`src/hdl/tcpwm_consts.vh`:
```
`ifndef TCPWM_CONSTS_VH
`define TCPWM_CONSTS_VH

// ----------------------------------------
// Geometry
// ----------------------------------------
`define TCPWM_NUM_CH        4
`define TCPWM_CNT_W         16
`define TCPWM_ADDR_W        12

// ----------------------------------------
// Register byte offsets (per-channel block of 32 bytes; prescale is one global register at 0x080)
// ----------------------------------------
`define TCPWM_OFF_CTRL      5'h00
`define TCPWM_OFF_PERIOD    5'h04
`define TCPWM_OFF_COMPARE   5'h08
`define TCPWM_OFF_COUNT     5'h0C
`define TCPWM_OFF_CAPTURE   5'h10
`define TCPWM_OFF_STATUS    5'h14
`define TCPWM_OFF_MASK      5'h18
`define TCPWM_OFF_PRESCALE  12'h080

// ----------------------------------------
// Control field positions
// ----------------------------------------
`define TCPWM_CTRL_RUN      0
`define TCPWM_CTRL_MODE_LO  1
`define TCPWM_CTRL_MODE_HI  2
`define TCPWM_CTRL_CSEL_LO  3
`define TCPWM_CTRL_CSEL_HI  4
`define TCPWM_CTRL_REL_LO   5
`define TCPWM_CTRL_REL_HI   7
`define TCPWM_CTRL_CPL      8
`define TCPWM_CTRL_DB_LO    16
`define TCPWM_CTRL_DB_HI    23
`define TCPWM_CTRL_ACTIVE   31
`define TCPWM_CTRL_WMASK    32'h00FF01FF

// ----------------------------------------
// Encodings
// ----------------------------------------
`define TCPWM_MODE_FREE     2'h0
`define TCPWM_MODE_ONESHOT  2'h1
`define TCPWM_MODE_GATED    2'h2
`define TCPWM_REL_LESS_THAN       3'h0
`define TCPWM_REL_LESS_OR_SAME    3'h1
`define TCPWM_REL_MATCH_SAME      3'h2
`define TCPWM_REL_GREATER_OR_SAME 3'h3
`define TCPWM_REL_GREATER_STRICT  3'h4
`define TCPWM_ST_TC         0
`define TCPWM_ST_CMP        1
`define TCPWM_ST_CAP        2

// ----------------------------------------
// Reset values
// ----------------------------------------
`define TCPWM_CTRL_RST      32'h00000000
`define TCPWM_PERIOD_RST    16'hFFFF
`define TCPWM_COMPARE_RST   16'h8000
`define TCPWM_PRESCALE_RST  16'h0000
`define TCPWM_EVT_RST       3'h0

`endif

```
`src/hdl/tcpwm_top.v`:
```
`timescale 1ns/1ps
// Behaviour
// - Sixteen-bit counter, counts down only
// - Four instances, compare, terminal-count, interrupt each
// - Terminal-count pin may carry inverted compare
// - Counter clock selected from several sources
// - Modes: free run, one-shot, gated
// - Gated mode decrements only while enable high
// - One-shot stops after one period, no reload
// - Period loads on start, reset, terminal count
// - Capture snapshots count; count readable anytime
// - Compare relation: lt, le, eq, ge, gt
// - Interrupt on terminal count, compare, capture
// - Complementary PWM pair with deadband
// - Kill forces PWM outputs off
// - Reset input restarts count, capture input snapshots
`include "tcpwm_consts.vh"

module tcpwm_chan (
  input  wire        pclk,
  input  wire        presetn,
  input  wire        tick,
  input  wire        run,
  input  wire [1:0]  mode,
  input  wire [2:0]  rel,
  input  wire        cpl,
  input  wire [7:0]  deadband,
  input  wire [15:0] period,
  input  wire [15:0] compare,
  input  wire        en_in,
  input  wire        rst_in,
  input  wire        cap_in,
  input  wire        kill_in,
  output reg  [15:0] count,
  output reg  [15:0] capture,
  output reg         cmp_out,
  output reg         tc_out,
  output wire        tc_evt,
  output wire        cmp_evt,
  output wire        cap_evt,
  output wire        active
);
  localparam [2:0] ST_IDLE = 3'b001;
  localparam [2:0] ST_RUN  = 3'b010;
  localparam [2:0] ST_DONE = 3'b100;

  reg  [2:0] state;
  reg        run_q;
  reg        rst_q;
  reg        cap_q;
  reg        tc_q;
  reg        cmp_q;
  reg        cmp_raw;
  reg  [7:0] db_cnt;
  wire       start    = run & ~run_q;
  wire       rst_edge = rst_in & ~rst_q;
  wire       db_idle  = (db_cnt == 8'h00);
  wire       gate_ok  = (mode != `TCPWM_MODE_GATED) | en_in;
  wire       step     = tick & state[1] & gate_ok;
  wire       pwm_p    = cmp_q & db_idle & ~kill_in;
  wire       pwm_n    = ~cmp_q & db_idle & ~kill_in & ~state[0];

  assign active  = state[1];
  assign cap_evt = cap_in & ~cap_q;
  assign tc_evt  = step & run & ~rst_edge & ~tc_q & (count == 16'h0001);
  assign cmp_evt = cmp_raw & ~cmp_q & state[1];

  // ----------------------------------------
  // Compare relation
  // ----------------------------------------
  always @* begin
    case (rel)
      `TCPWM_REL_LESS_THAN:       cmp_raw = (count <  compare);
      `TCPWM_REL_LESS_OR_SAME:    cmp_raw = (count <= compare);
      `TCPWM_REL_MATCH_SAME:      cmp_raw = (count == compare);
      `TCPWM_REL_GREATER_OR_SAME: cmp_raw = (count >= compare);
      `TCPWM_REL_GREATER_STRICT:  cmp_raw = (count >  compare);
      default:                    cmp_raw = 1'b0;
    endcase
  end

  // ----------------------------------------
  // Counter state machine
  // ----------------------------------------
  always @(posedge pclk or negedge presetn) begin
    if (!presetn) begin
      state <= ST_IDLE;
      count <= `TCPWM_PERIOD_RST;
      tc_q  <= 1'b0;
      run_q <= 1'b0;
      rst_q <= 1'b0;
      cap_q <= 1'b0;
    end else begin
      run_q <= run;
      rst_q <= rst_in;
      cap_q <= cap_in;
      case (state)
        ST_IDLE: begin
          if (start) begin
            state <= ST_RUN;
            count <= period;
            tc_q  <= (period == 16'h0000);
          end else if (rst_edge) begin
            count <= period;
          end
        end
        ST_RUN: begin
          if (!run) begin
            state <= ST_IDLE;
            tc_q  <= 1'b0;
          end else if (rst_edge) begin
            count <= period;
            tc_q  <= (period == 16'h0000);
          end else if (step) begin
            if (tc_q) begin
              tc_q <= 1'b0;
              if (mode == `TCPWM_MODE_ONESHOT)
                state <= ST_DONE;
              else
                count <= period;
            end else begin
              count <= count - 16'h0001;
              tc_q  <= (count == 16'h0001);
            end
          end
        end
        ST_DONE: begin
          if (!run) begin
            state <= ST_IDLE;
          end else if (rst_edge) begin
            state <= ST_RUN;
            count <= period;
            tc_q  <= (period == 16'h0000);
          end
        end
        default: state <= ST_IDLE;
      endcase
    end
  end

  // ----------------------------------------
  // Capture, deadband and outputs
  // ----------------------------------------
  // Outputs are registered, so kill takes hold one pclk after it rises
  always @(posedge pclk or negedge presetn) begin
    if (!presetn) begin
      capture <= 16'h0000;
      cmp_q   <= 1'b0;
      db_cnt  <= 8'h00;
      cmp_out <= 1'b0;
      tc_out  <= 1'b0;
    end else begin
      if (cap_evt)
        capture <= count;
      cmp_q <= cmp_raw;
      if (cmp_raw != cmp_q)
        db_cnt <= deadband;
      else if (tick && !db_idle)
        db_cnt <= db_cnt - 8'h01;
      cmp_out <= pwm_p;
      tc_out  <= cpl ? pwm_n : tc_q;
    end
  end
endmodule // tcpwm_chan

module tcpwm_top (
  input  wire        pclk,
  input  wire        presetn,
  input  wire        psel,
  input  wire        penable,
  input  wire        pwrite,
  input  wire [11:0] paddr,
  input  wire [31:0] pwdata,
  output wire        pready,
  output reg  [31:0] prdata,
  output reg         pslverr,
  input  wire [1:0]  ext_tick,
  input  wire [3:0]  ctr_enable,
  input  wire [3:0]  ctr_reset,
  input  wire [3:0]  ctr_capture,
  input  wire [3:0]  ctr_kill,
  output wire [3:0]  cmp_out,
  output wire [3:0]  tc_out,
  output wire [3:0]  irq_line,
  output wire        irq
);
  reg  [31:0] ctrl     [0:3];
  reg  [15:0] period   [0:3];
  reg  [15:0] compare  [0:3];
  reg  [2:0]  status   [0:3];
  reg  [2:0]  mask     [0:3];
  reg  [15:0] prescale;
  reg  [15:0] pre_cnt;
  wire [15:0] count    [0:3];
  wire [15:0] capture  [0:3];
  wire [3:0]  active;
  wire [2:0]  evt      [0:3];
  wire        pre_tick = (pre_cnt == 16'h0000);
  wire        wr_acc   = psel & penable & pwrite;
  wire        ch_sel   = (paddr[11:7] == 5'h00);
  wire [1:0]  ch       = paddr[6:5];
  wire [4:0]  off      = paddr[4:0];
  reg  [31:0] rd_mux;
  reg         rd_err;
  integer     i;

  assign pready = 1'b1;
  assign irq    = |irq_line;

  // ----------------------------------------
  // Prescaler: one-pclk enable every prescale+1 clocks
  // ----------------------------------------
  always @(posedge pclk or negedge presetn) begin
    if (!presetn)
      pre_cnt <= `TCPWM_PRESCALE_RST;
    else if (pre_tick)
      pre_cnt <= prescale;
    else
      pre_cnt <= pre_cnt - 16'h0001;
  end

  // ----------------------------------------
  // Channels
  // ----------------------------------------
  genvar g;
  generate
    for (g = 0; g < `TCPWM_NUM_CH; g = g + 1) begin : gen_ch
      reg tick;
      always @* begin
        case (ctrl[g][`TCPWM_CTRL_CSEL_HI:`TCPWM_CTRL_CSEL_LO])
          2'h0:    tick = 1'b1;
          2'h1:    tick = pre_tick;
          2'h2:    tick = ext_tick[0];
          default: tick = ext_tick[1];
        endcase
      end
      tcpwm_chan u_chan (
        .pclk     (pclk),
        .presetn  (presetn),
        .tick     (tick),
        .run      (ctrl[g][`TCPWM_CTRL_RUN]),
        .mode     (ctrl[g][`TCPWM_CTRL_MODE_HI:`TCPWM_CTRL_MODE_LO]),
        .rel      (ctrl[g][`TCPWM_CTRL_REL_HI:`TCPWM_CTRL_REL_LO]),
        .cpl      (ctrl[g][`TCPWM_CTRL_CPL]),
        .deadband (ctrl[g][`TCPWM_CTRL_DB_HI:`TCPWM_CTRL_DB_LO]),
        .period   (period[g]),
        .compare  (compare[g]),
        .en_in    (ctr_enable[g]),
        .rst_in   (ctr_reset[g]),
        .cap_in   (ctr_capture[g]),
        .kill_in  (ctr_kill[g]),
        .count    (count[g]),
        .capture  (capture[g]),
        .cmp_out  (cmp_out[g]),
        .tc_out   (tc_out[g]),
        .tc_evt   (evt[g][`TCPWM_ST_TC]),
        .cmp_evt  (evt[g][`TCPWM_ST_CMP]),
        .cap_evt  (evt[g][`TCPWM_ST_CAP]),
        .active   (active[g])
      );
      assign irq_line[g] = |(status[g] & mask[g]);
    end
  endgenerate

  // ----------------------------------------
  // Register writes; hardware set wins over write-one-clear
  // ----------------------------------------
  always @(posedge pclk or negedge presetn) begin
    if (!presetn) begin
      for (i = 0; i < `TCPWM_NUM_CH; i = i + 1) begin
        ctrl[i]    <= `TCPWM_CTRL_RST;
        period[i]  <= `TCPWM_PERIOD_RST;
        compare[i] <= `TCPWM_COMPARE_RST;
        status[i]  <= `TCPWM_EVT_RST;
        mask[i]    <= `TCPWM_EVT_RST;
      end
      prescale <= `TCPWM_PRESCALE_RST;
    end else begin
      for (i = 0; i < `TCPWM_NUM_CH; i = i + 1) begin
        if (wr_acc && ch_sel && ch == i[1:0] && off == `TCPWM_OFF_STATUS)
          status[i] <= (status[i] & ~pwdata[2:0]) | evt[i];
        else
          status[i] <= status[i] | evt[i];
      end
      if (wr_acc && ch_sel) begin
        case (off)
          `TCPWM_OFF_CTRL:    ctrl[ch]    <= pwdata & `TCPWM_CTRL_WMASK;
          `TCPWM_OFF_PERIOD:  period[ch]  <= pwdata[15:0];
          `TCPWM_OFF_COMPARE: compare[ch] <= pwdata[15:0];
          `TCPWM_OFF_MASK:    mask[ch]    <= pwdata[2:0];
          default:            ;
        endcase
      end
      if (wr_acc && paddr == `TCPWM_OFF_PRESCALE)
        prescale <= pwdata[15:0];
    end
  end

  // ----------------------------------------
  // Read mux, sampled in the setup phase
  // ----------------------------------------
  always @* begin
    rd_mux = 32'h00000000;
    rd_err = 1'b0;
    if (ch_sel) begin
      case (off)
        `TCPWM_OFF_CTRL: begin
          rd_mux = ctrl[ch];
          rd_mux[`TCPWM_CTRL_ACTIVE] = active[ch];
        end
        `TCPWM_OFF_PERIOD:  rd_mux = {16'h0000, period[ch]};
        `TCPWM_OFF_COMPARE: rd_mux = {16'h0000, compare[ch]};
        `TCPWM_OFF_COUNT:   rd_mux = {16'h0000, count[ch]};
        `TCPWM_OFF_CAPTURE: rd_mux = {16'h0000, capture[ch]};
        `TCPWM_OFF_STATUS:  rd_mux = {29'h00000000, status[ch]};
        `TCPWM_OFF_MASK:    rd_mux = {29'h00000000, mask[ch]};
        default:            rd_err = 1'b1;
      endcase
    end else if (paddr == `TCPWM_OFF_PRESCALE) begin
      rd_mux = {16'h0000, prescale};
    end else begin
      rd_err = 1'b1;
    end
  end

  always @(posedge pclk or negedge presetn) begin
    if (!presetn) begin
      prdata  <= 32'h00000000;
      pslverr <= 1'b0;
    end else if (psel && !penable) begin
      prdata  <= pwrite ? 32'h00000000 : rd_mux;
      pslverr <= rd_err;
    end
  end
endmodule // tcpwm_top

```
`config.mk`:
```
export PLATFORM = sky130hd
export DESIGN_NAME = tcpwm_top
export DESIGN_NICKNAME = d
export VERILOG_FILES = /design/src/hdl/tcpwm_top.v
export VERILOG_INCLUDE_DIRS = /design/src /design/src/hdl
export SDC_FILE = /design/constraint.sdc
export NUM_CORES = 1
export LEC_CHECK = 0
export BUFFER_PORTS_ARGS = -buffer_cell sky130_fd_sc_hd__buf_2
export CAP_MARGIN = 40
export CORE_ASPECT_RATIO = 1.5
export CORE_UTILIZATION = 63
export CTS_CLUSTER_SIZE = 10
export DETAILED_ROUTE_END_ITERATION = 6
export PLACE_DENSITY = 0.81
export SYNTH_ARGS = -nofsm -noshare
export SYNTH_HDL_FRONTEND = slang
export SYNTH_SLANG_ARGS = --single-unit
export TNS_END_PERCENT = 1
```
`constraint.sdc`:
```
create_clock -name pclk -period 3.2 [get_ports pclk]
set_input_delay 0.64 -clock pclk [delete_from_list [all_inputs] [get_ports pclk]]
set_output_delay 0.64 -clock pclk [all_outputs]
set_load 0.1 [all_outputs]
```
==> out/metrics.cfg, run 1 <==
[outcome]
status=complete, no violations

[placement]
place_area_mm2=0.0286
dp_hpwl_mm=73.2
io_buffers=97
gp_congestion=1.06
dp_slack_ns=0.118

[sta]
setup_ws_ns=0.138
fin_crit_sh_pct=95.7
relSlewSlack_pct=38.8
max_freq_ghz=0.327
finalSetupViolCount=0
finalMaxSlewViolations=0
hold_viol=0
rsz0062_at_grt=false
skew_ns=0.0207
tightestPinTransition_ns=0.918
timing.hold.ws_ns=0.0125
finalSetupTns_ns=0
layout_min_cycle_time_ns=3.06

[clocking]
clk_latency_ns=0.61
cts-buffers-inserted=54
cts_tree=done
clk_pin_slew_ns=0.06
cts_num_sinks=478
clk_path_buf_depth=3
htreeDepth=2
root_buffer=clkbuf_16
hold_buffers=0

[worst_setup_path]
cp.required_ns=3.67
r2r_setup_slack_ns=0.14
cp.arrival_ns=3.53
worstRegToRegCells=11
worst_setup_path_end_kind=flop
cp-startpoint=gen_ch[3].u_chan.count[5]$_DFFE_PN1P_
r2r_start=gen_ch[3].u_chan.count[5]$_DFFE_PN1P_
crit_buf_inv=2
slowest_delay_ns=0.64
path_cells=ha_1 > a21oi_1 > o21ai_0 > o21ai_0 > nand2_1 > o311ai_0 > buf_4 > ha_1 > buf_4 > nor2_1 > a31oi_1
critPathCapture=gen_ch[3].u_chan.db_cnt[1]$_DFFE_PN0P_
critPathKind=flop to flop
slowest_stage=dfstp_2
cp.depth=11
cp-start-kind=flop
critPathMaxFanout=7
path_delay_family=compound AO/OA/AOI/OAI gates
r2r_end=gen_ch[3].u_chan.db_cnt[1]$_DFFE_PN0P_

[pwr]
pwr-share-comb_pct=13.7
sw_frac_of_total_pct=27.8
clkPwrFrac_pct=39.9
total_power_w=0.0144
p_seq_share_pct=46.5
power-per-cell-area_mw_per_mm2=477
p_leak_nw=13.7
p_int_w=0.0104
power.switching_w=0.00400
vdd_ir_drop_max_mv=0.455

[cells_and_area]
fillers=3066
fin_area_mm2=0.0302
area_growth_pct=12.8
fin_nets=2763
drive_above_1_share_pct=31.3

[synthesis]
synth_top_area_share_pct=31.9
seq_area_frac_synth_pct=45.3
ys_types=89
yosys_warnings=0
synth-async-reset-ratio_pct=100
synth.avg_cell_area_um2=10.9
ys_ff_latch=478
netlist_instances=2463
synth_top_cell_by_area=dfrtp_1
synthTopCellsByArea=dfrtp_1 (32%), dfstp_2 (13%), mux2_2 (11%), mux4_2 (7.4%), ha_1 (3.8%)
synth-edff-count=0
dominantRegCellSynth=dfrtp_1
synth.cell_area_mm2=0.0268

[global_route]
antenna_found_initial=5
grt_max_degree=75
grt_pass1_wl_mm=146
grt_pass1_vias=22800
grt_usage_pct=47.0
grt.overflow.total=0

[worst_hold_path]
min_path_type=primary input to asynchronous set/reset pin

[route]
wl_per_cell_um=30.6
wirelength_mm=98.8
first_pass_iters=6
detail-route-antenna-nets=0
viasPerCell=7.02
vias=22654
drc_errors=0
first_iter_violations=2408

[floorplanning]
start_util_pct=63.8
num_rows=92
core_mm2=0.0420
ios=114
dieArea_mm2=0.0434
die_y_um=255
die_w_um=170

[flow_run]
max_cap_viol_count=0

==> cell usage after synthesis (all sizes together), types with 30 or more instances <==
library cell	count
nand2	165
dfstp	136
nor4	57
mux4	88
nand4	32
dfrtp	342
buf	56
inv	116
clkbuf	103
mux2	265
o21ai	171
nor3	37
nand2b	30
nor2	148
nand3	39
ha	81
a22oi	57
a21oi	123
==> repair_timing <==
item / in CTS / in global routing
setup endpoints to repair: 0 / 22
setup buffers: 0 / 1
resized for setup: 0 / 10
==> worst min path at each step <==
stage	to	slack [ns]	startpoint	cells after the start
floorplan	compare[0]$_DFFE_PN0P_	0.34	presetn	0
global placement	prdata[0]$_DFFE_PN0P_	0.46	prdata[0]$_DFFE_PN0P_	2
detailed placement	prdata[1]$_DFFE_PN0P_	0.47	prdata[1]$_DFFE_PN0P_	2
CTS	compare[12]$_DFFE_PN0P_	0.06	presetn	1
global route	compare[57]$_DFFE_PN0P_	0.07	presetn	1
finish	compare[57]$_DFFE_PN0P_	0.01	presetn	1
==> placed cells by master, fill, tap and decap left out, drive strengths merged, types with 12 or more instances in the layout <==
| cell type | instances |
|---|---|
| a21o | 24 |
| a21oi | 123 |
| a221o | 16 |
| a22oi | 57 |
| a31oi | 25 |
| and2 | 17 |
| and3 | 15 |
| buf | 249 |
| clkbuf | 98 |
| dfrtp | 342 |
| dfstp | 136 |
| ha | 81 |
| inv | 117 |
| mux2 | 265 |
| mux4 | 88 |
| nand2 | 165 |
| nand2b | 30 |
| nand3 | 39 |
| nand4 | 32 |
| nor2 | 148 |
| nor2b | 26 |
| nor3 | 37 |
| nor3b | 19 |
| nor4 | 57 |
| o211ai | 13 |
| o21ai | 171 |
| o22ai | 12 |
| o2bb2ai | 14 |
| o31ai | 14 |
| or3 | 13 |
| xnor2 | 25 |
| xor2 | 26 |
==> state kept, by name, indices dropped and copies added (netlist names), 25 cells and up <==
| signal | count |
|---|---|
| prdata | 25 |
| period | 64 |
| ctrl | 68 |
| gen_ch.u_chan.count | 64 |
| compare | 64 |
| gen_ch.u_chan.capture | 64 |
| gen_ch.u_chan.db_cnt | 32 |
==> through the flow <==
stage | cells | util [%]
after global routing | 3227 | 71.9
after CTS | 3223 | 71.8
final | 3228 | 71.9
after floorplan | 2469 | -
after detailed placement | 3121 | 68.0
after global placement | 3120 | 68.0
==> power by group through the flow <==
stage / clock network [W] / registers (W) / logic, W
after floorplan: 0 / 0.00672 / 0.00132
after global placement: 0 / 0.00676 / 0.00183
after detailed placement: 0 / 0.00678 / 0.00192
after CTS: 0.00575 / 0.00669 / 0.00195
after global routing: 0.00601 / 0.00673 / 0.00216
final: 0.00575 / 0.00669 / 0.00197
==> cell type report <==
| class | count | area, um2 | share of cell area (%) |
|---|---|---|---|
| Timing Repair Buffer | 249 | 1760 | 5.83 |
| Clock inverter | 4 | 38.8 | 0.128 |
| Tap cell | 564 | 706 | 2.33 |
| Sequential cell | 478 | 12100 | 40.1 |
| Clock buffer | 98 | 1540 | 5.09 |
| Inverter | 116 | 439 | 1.45 |
| Multi-Input combinational cell | 1716 | 13600 | 45.0 |
| Antenna cell | 3 | 7.51 | 0.0248 |
==> cell families after synthesis <==
family / count (synthesis) / synth area share (%)
AOI/OAI and AO/OA: 567 / 13.7
xor gates and xnor gates: 51 / 1.67
adders and majority gates: 81 / 3.78
buffers and inverters: 275 / 4.26
DFF: 478 / 45.3
muxes: 363 / 18.9
other: 2 / 0.0280
and+or+nand+nor: 646 / 12.4
==> metal layers <==
| metal | routed length, um | track usage (%) | vias to the layer above |
|---|---|---|---|
| met5 | 0 | 0 | - |
| met4 | 11500 | 46.2 | 0 |
| met3 | 9040 | 11.1 | 504 |
| met2 | 45600 | 74.2 | 1421 |
| met1 | 32700 | 51.7 | 11257 |
| li1 | - | - | 9472 |
No activity file was read; power rests on OpenSTA's default activity.
==> run 2, diff against run 1 <==
--- a/config.mk
+++ b/config.mk
@@ -12,7 +12,7 @@
 export CORE_UTILIZATION = 63
 export CTS_CLUSTER_SIZE = 10
 export DETAILED_ROUTE_END_ITERATION = 6
-export PLACE_DENSITY = 0.81
+export PLACE_DENSITY = 0.86
 export SYNTH_ARGS = -nofsm -noshare
 export SYNTH_HDL_FRONTEND = slang
 export SYNTH_SLANG_ARGS = --single-unit
==> constraint.sdc (replaced) <==
create_clock -name pclk -period 3.3 [get_ports pclk]
set_input_delay 0.66 -clock pclk [delete_from_list [all_inputs] [get_ports pclk]]
set_output_delay 0.66 -clock pclk [all_outputs]
set_load 0.1 [all_outputs]
==> run 2 against run 1 <==
- sequential power is 3% lower
- design area is 0.61% lower
- routed wire length is 2.6% lower
- die area stayed put
- via count is 1.3% higher
- maximum frequency is 5.3% lower
- critical path depth stayed put
- sequential share of layout area is 0.25 points higher
- clock skew is 0.0026 ns higher
- sequential cell count stayed put
- largest power group unchanged
==> out/metrics.cfg, run 2 (same netlist as run 1, synthesis figures left out) <==
[outcome]
status=complete, no violations

[worst_setup_path]
path_cells=inv_1 > ha_1 > nand4_1 > nor4_2 > nor4_1 > o2bb2ai_1 > o311ai_0 > buf_4 > ha_2 > nor2_1 > a31oi_1
cp.arrival_ns=3.74
r2r_start=compare[63]$_DFFE_PN1P_
crit_buf_inv=2
path_delay_family=simple AND/OR/NAND/NOR gates
slowest_delay_ns=0.56
slowest_stage=dfstp_2
cp.required_ns=3.81
cp-start-kind=flop
critPathKind=flop to flop
worst_setup_path_end_kind=flop
critPathMaxFanout=16
cp-startpoint=compare[63]$_DFFE_PN1P_

[clocking]
cts-buffers-inserted=54
htreeDepth=2
root_buffer=clkbuf_16
cts_num_sinks=478
clk_path_buf_depth=3
hold_buffers=0
clk_pin_slew_ns=0.06
post-cts-setup-buffers=0
clk_latency_ns=0.61
cts_tree=done

[route]
wirelength_mm=96.2
first_iter_violations=2923
drc_errors=0
first_pass_iters=6
wl_per_cell_um=30.0
detail-route-antenna-nets=0
viasPerCell=7.15
vias=22950

[pwr]
total_power_w=0.0140
vdd_ir_drop_max_mv=0.524
p_leak_nw=13.6
power-per-cell-area_mw_per_mm2=465

[placement]
gp_congestion=1.04
io_buffers=97
dp_hpwl_mm=69.3
dp_slack_ns=0.0585

[sta]
finalMaxSlewViolations=0
layout_min_cycle_time_ns=3.23
fin_crit_sh_pct=97.9
setup_ws_ns=0.0682
relSlewSlack_pct=42.2
hold_viol=0
max_freq_ghz=0.309
tightestPinTransition_ns=0.860
finalSetupTns_ns=0
rsz0062_at_grt=true
skew_ns=0.0233
finalSetupViolCount=0

[cells_and_area]
regMostFlops=ctrl
area_growth_pct=12.1
largest_reg_flops=68
layout_common_cells=dfrtp_1 (342), mux2_2 (265), nand2_1 (163)
layout_commonest_cell=dfrtp_1
fin_nets=2749
drive_above_1_share_pct=30.9

[global_route]
grt_usage_pct=45.9
grt_max_degree=101
antenna_found_initial=6
grt_pass1_vias=22942
grt_pass1_wl_mm=144
grt.overflow.total=0

[floorplanning]
dieArea_mm2=0.0434
num_rows=92
core_mm2=0.0420
ios=114
start_util_pct=63.8
die_y_um=255
die_w_um=170

[flow_run]
max_cap_viol_count=0

[worst_hold_path]
min_path_type=primary input to asynchronous set/reset pin

## run 2: cell count changes in the layout (fill, tap and decap cells not counted), moves of 2 or more
| cell | delta |
|---|---|
| buf_12 | -3 |
| clkbuf_1 | -2 |
| buf_4 | -11 |
| clkbuf_8 | +2 |
## run 2: what timing repair did
action | in CTS | in global routing
setup endpoints to repair | 0 | 21
hold endpoints to repair | 0 | 0
resized for setup | 0 | 6
## run 2: per-stage QoR
| stage | cell area, um2 | cells | utilization [%] | hold WS, ns |
|---|---|---|---|---|
| 3_3_place_gp | 28400 | 3106 | 67.6 | 0.461 |
| 2_1_floorplan | 26800 | 2469 | - | 0.364 |
| 5_1_grt | 30000 | 3210 | 71.5 | 0.0554 |
| 4_1_cts | 30000 | 3209 | 71.4 | 0.0447 |
| 3_5_place_dp | 28400 | 3108 | 67.7 | 0.476 |
| 6_report | 30000 | 3212 | 71.5 | 0.00112 |
## run 2: report_power, final
part | internal (W) | total [W] | switching [W]
sequential | 0.00620 | 0.00650 | 0.000304
combinational | 0.000760 | 0.00191 | 0.00115
clock | 0.00311 | 0.00555 | 0.00244
total | 0.0101 | 0.0140 | 0.00389
## run 2: path summary, 6_finish.rpt
kind                                                             to  slack, ns  cells after the start
hold reg to reg                  gen_ch[1].u_chan.cmp_out$_DFF_PN0_       0.49                      1
setup / recovery             gen_ch[0].u_chan.db_cnt[1]$_DFFE_PN0P_       0.07                     11
hold / removal             gen_ch[3].u_chan.capture[14]$_DFFE_PN0P_      0.001                      1
setup reg to reg             gen_ch[0].u_chan.db_cnt[1]$_DFFE_PN0P_       0.07                     11
min in group pclk                  gen_ch[0].u_chan.cap_q$_DFF_PN0_       0.18                      1
max in group asynchronous                      ctrl[53]$_DFFE_PN0P_       2.28                      2
## run 2: layout make-up
type | instances | area, um2
Inverter | 116 | 435
Fill cell | 2886 | 12000
Timing Repair Buffer | 235 | 1620
Antenna cell | 2 | 5.00
Multi-Input combinational cell | 1716 | 13600
Clock buffer | 97 | 1530
Tap cell | 564 | 706
Clock inverter | 4 | 38.8
Sequential cell | 478 | 12100
## run 2: per-layer routing
layer | global-route usage (%) | wire length [um] | vias to the layer above
li1 | - | - | 9417
met1 | 50.2 | 30700 | 11223
met2 | 70.7 | 43300 | 1701
met3 | 14.1 | 10800 | 605
met4 | 44.0 | 11500 | 4
met5 | 0 | 24 | -
